`src/shared/absb_pkg.sv`:
```
// Package for the add/shift/bit/branch execution block of an 8-bit core
// Assumes the core decodes instructions into the operation codes below
package absb_pkg;
	localparam int DATA_W    = 8;
	localparam int ADDR_W    = 7;
	localparam int BIT_W     = 3;
	localparam int PC_W      = 15;
	localparam int OFS_W     = 9;
	localparam int NIB_MSB   = 3;
	localparam int SIGN_BIT  = 7;
	localparam int DEST_ACC  = 0;
	localparam logic [PC_W-1:0]   PC_RESET   = 15'h0000;
	localparam logic [PC_W-1:0]   PC_STEP    = 15'h0001;
	localparam logic [DATA_W-1:0] ACC_RESET  = 8'h00;
	localparam logic [DATA_W-1:0] ZERO_BYTE  = 8'h00;
	localparam logic [4:0]        NIB_ZERO   = 5'h00;

	typedef enum logic [2:0] {
		ABSB_OP_NOP,
		ABSB_OP_ADD,
		ABSB_OP_ADDC,
		ABSB_OP_ASR,
		ABSB_OP_BCLR,
		ABSB_OP_BTSZ,
		ABSB_OP_RJMP
	} absb_op_type;
endpackage

```
`src/absb_alu.sv`:
```
// Combinational 8-bit arithmetic unit: add, add with carry, shift, bit clear
// Assumes the caller holds operands stable for the cycle it samples results
`timescale 1ns/1ns
module absb_alu (
	input  wire absb_pkg::absb_op_type  op_i,
	input  wire logic [7:0]             acc_i,
	input  wire logic [7:0]             file_i,
	input  wire logic                   carry_i,
	input  wire logic [2:0]             bit_sel_i,
	output logic      [7:0]             result_o,
	output logic                        carry_o,
	output logic                        half_o,
	output logic                        zero_o,
	output logic                        bit_val_o
);
	import absb_pkg::*;

	logic [DATA_W:0]  sum;
	logic [4:0]       nib;
	logic             cin;

	// Carry in only for the add-with-carry form
	assign cin = (op_i == ABSB_OP_ADDC) ? carry_i : 1'b0;
	// [RULE1] [RULE4] full sum
	assign sum = {1'b0, acc_i} + {1'b0, file_i} + {{DATA_W{1'b0}}, cin};
	// [RULE10] low nibble carry
	assign nib = NIB_ZERO + {1'b0, acc_i[NIB_MSB:0]} + {1'b0, file_i[NIB_MSB:0]}
		+ {4'h0, cin};
	assign bit_val_o = file_i[bit_sel_i];

	// Result and flag selection per operation
	always_comb begin
		result_o = file_i;
		carry_o  = carry_i;
		half_o   = nib[4];
		case (op_i)
			ABSB_OP_ADD, ABSB_OP_ADDC: begin
				result_o = sum[DATA_W-1:0];
				carry_o  = sum[DATA_W];
			end
			// [RULE3] sign kept, bit 0 to carry
			ABSB_OP_ASR: begin
				result_o = {file_i[SIGN_BIT], file_i[DATA_W-1:1]};
				carry_o  = file_i[0];
			end
			// [RULE5] clear selected bit
			ABSB_OP_BCLR: result_o = file_i & ~(8'h01 << bit_sel_i);
			default: result_o = file_i;
		endcase
	end

	// [RULE10] zero flag
	assign zero_o = (result_o == ZERO_BYTE);
endmodule

```
`src/absb_exec.sv`:
```
// Execution stage for add, carry add, shift right, bit clear, skip and jump
// Assumes one instruction offered per enabled cycle; file memory lives outside
// Assumes the file read data belongs to file_addr_i in the same cycle
// Assumes the fetch stage drops its next word whenever flush_o is high
// The program counter counts words and wraps silently at the top
// How it works
// [RULE1] Add accumulator to file register, flags C,DC,Z
// [RULE2] Destination 0 to accumulator, 1 to file
// [RULE3] Shift right keeping sign, bit0 into carry
// [RULE4] Add with carry, flags C,DC,Z, selectable destination
// [RULE5] Clear one file bit, flags untouched
// [RULE6] Skip next when tested bit is zero
// [RULE7] Jump to next PC plus signed offset
// [RULE8] Relative jump always takes two cycles
// [RULE9] Taken skip or PC change: second cycle NOP
// [RULE10] DC from bit 3 carry, Z on zero
`timescale 1ns/1ns
module absb_exec (
	input  wire logic                   clk_i,
	input  wire logic                   rst_i,
	input  wire logic                   ce_i,
	input  wire logic                   instr_valid_i,
	input  wire absb_pkg::absb_op_type  op_i,
	input  wire logic [6:0]             file_addr_i,
	input  wire logic                   dest_i,
	input  wire logic [2:0]             bit_sel_i,
	input  wire logic [8:0]             offset_i,
	input  wire logic [7:0]             file_rdata_i,
	output logic                        busy_o,
	output logic      [7:0]             acc_o,
	output logic                        carry_o,
	output logic                        half_byte_carry_o,
	output logic                        zero_o,
	output logic      [14:0]            program_counter_o,
	output logic                        file_we_o,
	output logic      [6:0]             file_waddr_o,
	output logic      [7:0]             file_wdata_o,
	output logic                        flush_o
);
	import absb_pkg::*;

	typedef enum logic {ABSB_RUN, ABSB_BUBBLE} absb_state_type;

	absb_state_type    state_r;
	absb_state_type    state_nxt;
	logic [DATA_W-1:0] alu_res;
	logic              alu_c;
	logic              alu_dc;
	logic              alu_z;
	logic              alu_bit;
	logic              go;
	logic              is_arith;
	logic              take_two;
	logic              is_add;
	logic              is_addc;
	logic              is_shift;
	logic              is_clear;
	logic              is_jump;
	logic              acc_we;
	logic              file_we_nxt;
	logic              flag_we;
	logic              half_we;
	logic              pc_jump;
	logic              pc_step;
	logic [PC_W-1:0]   pc_inc;
	logic [PC_W-1:0]   ofs_ext;

	absb_alu u_alu (
		.op_i      (op_i),
		.acc_i     (acc_o),
		.file_i    (file_rdata_i),
		.carry_i   (carry_o),
		.bit_sel_i (bit_sel_i),
		.result_o  (alu_res),
		.carry_o   (alu_c),
		.half_o    (alu_dc),
		.zero_o    (alu_z),
		.bit_val_o (alu_bit)
	);

	// Operation decode; NOP and unused codes leave every write enable low, but go still steps the counter
	assign is_add   = (op_i == ABSB_OP_ADD);
	assign is_addc  = (op_i == ABSB_OP_ADDC);
	assign is_shift = (op_i == ABSB_OP_ASR);
	assign is_clear = (op_i == ABSB_OP_BCLR);
	assign is_jump  = (op_i == ABSB_OP_RJMP);
	assign is_arith = is_add || is_addc || is_shift;

	// Instructions are only accepted outside the discarded second cycle
	assign go       = ce_i && instr_valid_i && (state_r == ABSB_RUN);
	assign busy_o   = (state_r == ABSB_BUBBLE);

	// Write enables per concern; all hang off go, so a low ce_i freezes them
	// [RULE2] destination select
	assign acc_we      = go && is_arith && (dest_i == DEST_ACC[0]);
	// [RULE5] clear writes back
	assign file_we_nxt = go && ((is_arith && (dest_i != DEST_ACC[0])) || is_clear);
	// [RULE1] [RULE4] arithmetic flag update
	assign flag_we     = go && is_arith;
	// [RULE3] shift skips half-byte carry
	assign half_we     = flag_we && !is_shift;

	// Counter sources; the offset is sign extended to the counter width
	// [RULE7] signed offset
	assign ofs_ext = {{(PC_W-OFS_W){offset_i[OFS_W-1]}}, offset_i};
	assign pc_inc  = program_counter_o + PC_STEP;
	assign pc_jump = go && is_jump;
	// Bubble cycles step too, so the counter keeps pace with the fetch stage
	assign pc_step = go || (ce_i && busy_o);

	// [RULE6] [RULE8] [RULE9] two-cycle decision
	always_comb begin
		take_two = 1'b0;
		case (op_i)
			ABSB_OP_BTSZ: take_two = ~alu_bit;
			ABSB_OP_RJMP: take_two = 1'b1;
			default:      take_two = 1'b0;
		endcase
	end

	// Second cycle runs as a no-operation; the fetched word is thrown away
	always_comb begin
		state_nxt = state_r;
		case (state_r)
			ABSB_RUN:    state_nxt = (go && take_two) ? ABSB_BUBBLE : ABSB_RUN;
			ABSB_BUBBLE: state_nxt = ABSB_RUN;
			default:     state_nxt = ABSB_RUN;
		endcase
	end

	// State register; a low ce_i holds a pending bubble
	always_ff @(posedge clk_i or posedge rst_i) begin
		if (rst_i) begin
			state_r <= ABSB_RUN;
		end else if (ce_i) begin
			state_r <= state_nxt;
		end
	end

	// Flush is combinational so the fetch stage drops the word this cycle
	assign flush_o = go && take_two;

	// [RULE2] accumulator destination
	always_ff @(posedge clk_i or posedge rst_i) begin
		if (rst_i) begin
			acc_o <= ACC_RESET;
		end else if (acc_we) begin
			acc_o <= alu_res;
		end
	end

	// [RULE2] file destination; bit clear always writes back
	always_ff @(posedge clk_i or posedge rst_i) begin
		if (rst_i) begin
			file_we_o    <= 1'b0;
			file_waddr_o <= 7'h00;
			file_wdata_o <= ZERO_BYTE;
		end else if (ce_i) begin
			file_we_o    <= file_we_nxt;
			file_waddr_o <= file_addr_i;
			file_wdata_o <= alu_res;
		end
	end

	// [RULE1] [RULE4] [RULE10] flag update
	always_ff @(posedge clk_i or posedge rst_i) begin
		if (rst_i) begin
			carry_o           <= 1'b0;
			half_byte_carry_o <= 1'b0;
			zero_o            <= 1'b0;
		end else if (flag_we) begin
			carry_o <= alu_c;
			zero_o  <= alu_z;
			// [RULE3] shift leaves half-byte carry alone
			if (half_we) begin
				half_byte_carry_o <= alu_dc;
			end
		end
	end

	// [RULE7] PC plus one plus signed offset; PC also steps through bubbles
	always_ff @(posedge clk_i or posedge rst_i) begin
		if (rst_i) begin
			program_counter_o <= PC_RESET;
		end else if (pc_jump) begin
			program_counter_o <= pc_inc + ofs_ext;
		end else if (pc_step) begin
			program_counter_o <= pc_inc;
		end
	end
endmodule

```
`config.mk`:
```
export PLATFORM = sky130hd
export DESIGN_NAME = absb_exec
export DESIGN_NICKNAME = d
export VERILOG_FILES = /design/src/shared/absb_pkg.sv /design/src/absb_alu.sv /design/src/absb_exec.sv
export SDC_FILE = /design/constraint.sdc
export NUM_CORES = 1
export LEC_CHECK = 0
export BUFFER_PORTS_ARGS = -buffer_cell sky130_fd_sc_hd__buf_2
export CAP_MARGIN = 15
export CORE_UTILIZATION = 59
export CTS_BUF_LIST = sky130_fd_sc_hd__clkbuf_16
export DETAILED_ROUTE_END_ITERATION = 16
export PLACE_DENSITY = 0.89
export SYNTH_ARGS = -nofsm -noshare
export SYNTH_HDL_FRONTEND = slang
export SYNTH_SLANG_ARGS = --single-unit
```
`constraint.sdc`:
```
create_clock -name clk_i -period 5.3 [get_ports clk_i]
set_input_delay 0.265 -clock clk_i [delete_from_list [all_inputs] [get_ports clk_i]]
set_output_delay 0.265 -clock clk_i [all_outputs]
set_load 0.01 [all_outputs]
```
Yosys cells after proc, flatten, opt, wreduce, memory -nomap -nowiden
Cells that the tools add are included.
Widths: inputs -> output; s select.
- flip-flop bits (word level): 43
- input port bits: 35
- logic and storage cells: 59
- add/subtract/negate cells: 6
- magnitude comparators: 1
- equal/unequal tests: 6
- shift operators: 1
- multiplexer cells: 10
- bitwise operators: 5
- reductions and logical operators: 21
- operators with widths (kind ; count):
    $mux 15 ; 2
    $pmux 8 s3 ; 1
    $add 15x1->15 const B ; 1
    $add 15x15->15 ; 1
    $logic_and 1x1->1 ; 10
    $add 8x8->9 ; 1
    $add 9x1->9 ; 1
    $eq 3x3->1 const B ; 3
    $and 8x8->8 ; 1
    $logic_not 8->1 ; 1
    $not 8->8 ; 1
    $shl 1x3->8 const A ; 1
    $eq 3x2->1 const B ; 2
    $pmux 1 s2 ; 3
    $add 4x4->5 ; 1
    $add 5x1->5 ; 1
    $logic_or 1x1->1 ; 4
    $lt 3x4->1 const B ; 1
    $reduce_and 2->1 ; 2
    $reduce_bool 2->1 ; 2
    $bmux 1 s3 ; 1
    $eq 3x1->1 const B ; 1
    $mux 1 ; 3
    $not 1->1 ; 3
    2 further kinds ; 2

Logic depth before layout (Yosys ltp)
- depth in word-level cells: 7
- gate-level depth with buffers: 15

Cells and area by module
Synthesis repeated with hierarchy kept, for this count alone.
- cell total of the unflattened synthesis: 409
- area total of the unflattened synthesis: 3644.7 sq um
- by module, submodules not included (module ; times used ; cells each ; area an instance (sq um) ; seq. area each (sq um)):
    absb_exec ; 1 ; 303 ; 2864.0 ; 1076.0
    absb_alu ; 1 ; 106 ; 780.7 ; 0.0

Worst setup path before layout
No wires, ideal clock.
- kind: input port to flip-flop
- from: input op_i[2]
- to: register zero_o
- setup time: 0.103 ns
- arrival time: 2.990 ns
- required time: 5.197 ns
- setup slack: 2.207 ns
- stages: 12
- path buffers: 2
- cells stage by stage: buf_2 > clkbuf_1 > or3b_2 > fa_1 > inv_2 > fa_1 > mux2_1 > a22oi_1 > nor2_1 > nor4_1 > nand4_1 > o41ai_2
- cells in the longest elaborated chain, start to end: 5
- elaborated cells between the ends (all ways): 12
- classes of those cells: 1 x add/sub; 4 x eq/ne; 2 x mux; 5 x reduce/logical
- RTL lines (what ; RTL line ; source):
    from (decl) ; absb_exec.sv:23 ; input wire absb_pkg::absb_op_type op_i,
    $eq 3x2->1 ; absb_alu.sv:23, absb_alu.sv:36, absb_exec.sv:83 ;
    $mux 1 ; absb_alu.sv:23 ; assign cin = (op_i == ABSB_OP_ADDC) ? carry_i : 1'b0;
    $add 9x1->9 ; absb_alu.sv:25 ; assign sum = {1'b0, acc_i} + {1'b0, file_i} + {{DATA_W{1'b0}}, cin};
    $pmux 8 s3 ; absb_alu.sv:36 ; case (op_i)
    $logic_not 8->1 ; absb_alu.sv:53 ; assign zero_o = (result_o == ZERO_BYTE);
    to (signal assigned) ; absb_exec.sv:173 ; zero_o <= alu_z;
    to (decl) ; absb_exec.sv:33 ; output logic zero_o,
Parallel ways exist; a longest one is shown, timed or not.
A chain may end at the register's enable or synchronous reset.

Worst setup path after layout
- from: register program_counter_o[2]
- to: register program_counter_o[14]
- cells in the longest elaborated chain, start to end: 3
- elaborated cells between the ends (all ways): 4
- classes of those cells: 2 x add/sub; 2 x mux
- RTL lines (what ; RTL line ; source):
    from (decl) ; absb_exec.sv:34 ; output logic [14:0] program_counter_o,
    from (signal assigned) ; absb_exec.sv:186 ; program_counter_o <= pc_inc + ofs_ext;
    from (signal assigned) ; absb_exec.sv:188 ; program_counter_o <= pc_inc;
    $add 15x1->15 * ; absb_exec.sv:106 ; assign pc_inc = program_counter_o + PC_STEP;
    $add 15x15->15 or $mux 15 (tied branches) ; absb_exec.sv:186, absb_exec.sv:187 ;
    $mux 15 * ; absb_exec.sv:185 ; end else if (pc_jump) begin
Mark *: on every way between the ends. The rest lies on a longest branch, timed or not. The select of a mux whose other input is x is not followed.

==> results.json <==
{
  "synth-seq-cells": 43,
  "core_um2": 5540,
  "r2r_cells": 13,
  "max_cap_violations": 0,
  "startpoint_type": "flip-flop",
  "met3_length_um": 502,
  "synth_edf_count": 0,
  "p_leak_uw": 0.001896,
  "dr.pass1.iters": 4,
  "crit_end": "program_counter_o[14]",
  "yosysUniqueCellTypes": 60,
  "place_area_um2": 3854,
  "worst_pin_slew_ns": 0.6322,
  "maxUsedRoutingLayer": "met4",
  "area_delta_synth_final_pct": 17.34,
  "synthArstFlopShare": 1.000,
  "yosys_most_used_dff": "dfrtp_1",
  "critPathKind": "flip-flop to flip-flop",
  "critPathSlowestCell": "dfrtp_1",
  "clock-sinks": 43,
  "cpLargestDelayFamily": "compound AO/OA/AOI/OAI gates",
  "clockBufferDepth": 2,
  "clkSlewWorstSetupHoldPaths_ns": 0.07,
  "synth_fp_nets": 463,
  "drt-total-wl_mm": 8.394,
  "reg2reg_setup_slack_ns": 1.83,
  "path_cells": "nand3_1 -> inv_1 -> nand3_1 -> nor2_1 -> xor2_1 -> ha_1 -> a21oi_1 -> o21ai_0 -> a21oi_1 -> o21ai_1 -> a311oi_1 -> mux2i_1 -> xnor2_1",
  "layout_min_cycle_time_ns": 3.473,
  "dr.first_iter.drc_count": 173,
  "r2r-end": "program_counter_o[14]",
  "yosysMostFrequentCell": "nor2_1",
  "die-area_um2": 6093,
  "vdd_drop_max_mv": 0.2685,
  "io_pins": 79,
  "htree_levels": 2,
  "hp-class": "primary input to async pin",
  "hpwl_mm": 6.561,
  "ys_top_cells_by_count": "nor2_1, a21oi_1, dfrtp_1, nand2_1",
  "yosysTopAreaCellShare": 0.3152,
  "grt_pass1_wl_mm": 13.87,
  "die_h_um": 78.06,
  "synth_area_um2": 3413,
  "portBuffers": 78,
  "synth_largest_area_cell": "dfrtp_1",
  "slew_headroom": 0.5785,
  "numCtsBuffers": 5,
  "cts_setup_buffers": 0,
  "setup_violations": 0,
  "vias": 3297,
  "cp-startpoint": "program_counter_o[2]",
  "cts_resized": 0,
  "grt_pass1_vias": 3059,
  "endpoint_kind": "flip-flop",
  "cp.buffers_inverters": 1,
  "tns_ns": 0,
  "num_rows": 27,
  "initial_core_util": 0.6161,
  "final_max_slew_viol_count": 0,
  "wirelength_met1_mm": 3.495,
  "hold_viol": 0,
  "nets": 537,
  "met2_length_mm": 4.234,
  "cp.depth": 13,
  "status": "finished, final reports clean",
  "ys_seq_area_frac": 0.3152,
  "gp_congestion": 0.9459,
  "grt_usage": 0.2837,
  "insertion_delay_ns": 0.29,
  "setup_slack_ns": 1.827,
  "via_per_inst": 5.995,
  "grt_setup_unrepaired": "false",
  "drc_errors": 0,
  "drive_gt1_frac": 0.2364,
  "final_area_um2": 4005,
  "regToRegStartpoint": "program_counter_o[2]",
  "die_w_um": 78.06,
  "grt-ovfl-total": 0,
  "grt_max_degree": 44,
  "worstPathArrival_ns": 3.68,
  "cts_tree": "built",
  "worst_ep_required_time_ns": 5.51,
  "synth_cells": 403,
  "crit_fanout": 7,
  "postRouteAntennaNets": 0,
  "cts-root-buf": "clkbuf_16",
  "max_clock_freq_mhz": 287.9,
  "antenna_found_initial": 0,
  "holdWs_ns": 0.09467,
  "dp_slack_ns": 1.928,
  "syn_area_per_cell_um2": 8.470,
  "clock_skew_ns": 0.003177,
  "n_antenna_cell": 0,
  "cts-hold-fix-buffers": 0,
  "power_density_nw_per_um2": 463.8,
  "wl_per_cell_um": 15.26,
  "worst_path_largest_cell_delay_ns": 0.45,
  "yosys_warnings": 0,
  "synth_area_leaders": "dfrtp_1, ha_1, a21oi_1, nor2_1, xnor2_1",
  "min_period_over_period": 0.6553
}
## power breakdown
group,internal (µW),switching [µW]
registers,423,113
clock network,180,139
logic,438,565
## cell families after synthesis
logic type,count (synthesis),synth area share
simple gates,135,0.1884
buf+inv,33,0.03922
mux,18,0.06415
xor+xnor,27,0.06928
compound gates,122,0.2254
flops,43,0.3152
fa+ha+maj,25,0.09824
## state kept, by name (all words and copies together) (netlist names)
| name | cells |
|---|---|
| carry_o | 1 |
| busy_o | 1 |
| file_we_o | 1 |
| file_wdata_o | 8 |
| file_waddr_o | 7 |
| program_counter_o | 15 |
| zero_o | 1 |
| half_byte_carry_o | 1 |
| acc_o | 8 |
## worst reg2reg max path: stages, from the launching register on
cell and delay [ns]:
dfrtp_1 0.45, nand3_1 0.21, inv_1 0.11, nand3_1 0.17, nor2_1 0.38, xor2_1 0.22
ha_1 0.31, a21oi_1 0.30, o21ai_0 0.16, a21oi_1 0.32, o21ai_1 0.12, a311oi_1 0.28
mux2i_1 0.25, xnor2_1 0.13
## cell usage in the layout (no fill, tap or decap), types with 6 or more instances in the layout
cell | netlist | layout
a21o_1 | 8 | 8
a21oi_1 | 47 | 47
a31oi_1 | 10 | 10
buf_2 | 5 | 78
dfrtp_1 | 43 | 43
ha_1 | 22 | 22
inv_1 | 18 | 17
mux2_2 | 10 | 10
nand2_1 | 34 | 34
nand2b_1 | 6 | 6
nand3_1 | 12 | 12
nand4_1 | 6 | 6
nor2_1 | 51 | 51
o21ai_0 | 22 | 22
xnor2_1 | 16 | 16
xor2_1 | 11 | 11
## how the worst min path moves through the flow
stage | to | slack [ns]
2_1_floorplan | file_waddr_o[5] | 0.42
3_3_place_gp | file_waddr_o[5] | 0.42
3_5_place_dp | file_waddr_o[6] | 0.42
4_1_cts | file_waddr_o[6] | 0.11
5_1_grt | file_waddr_o[6] | 0.16
6_report | file_waddr_o[6] | 0.09
## final cells by class
cell class	count	area, µm²
well taps	72	90.09
multi-input cells	327	2203
clock inverters	3	26.28
inverters	19	71.32
clock buffers	5	125.1
repair buffers	81	412.9
fillers	442	1535
flip-flops and latches	43	1076
## stage by stage
stage | instances | power (µW) | util
finish | 550 | 1858 | 0.7229
global route | 550 | 1994 | 0.7229
floorplan | 403 | 1246 | -
global placement | 542 | 1486 | 0.6956
detailed placement | 542 | 1528 | 0.6956
CTS | 550 | 1851 | 0.7229
## metal layers
metal | vias up | global-route usage
li1 | 1600 | -
met1 | 1565 | 0.3477
met2 | 115 | 0.5158
met3 | 17 | 0.04186
met4 | 0 | 0.07963
met5 | - | 0
Note: power is estimated with default switching activity, not from simulation.
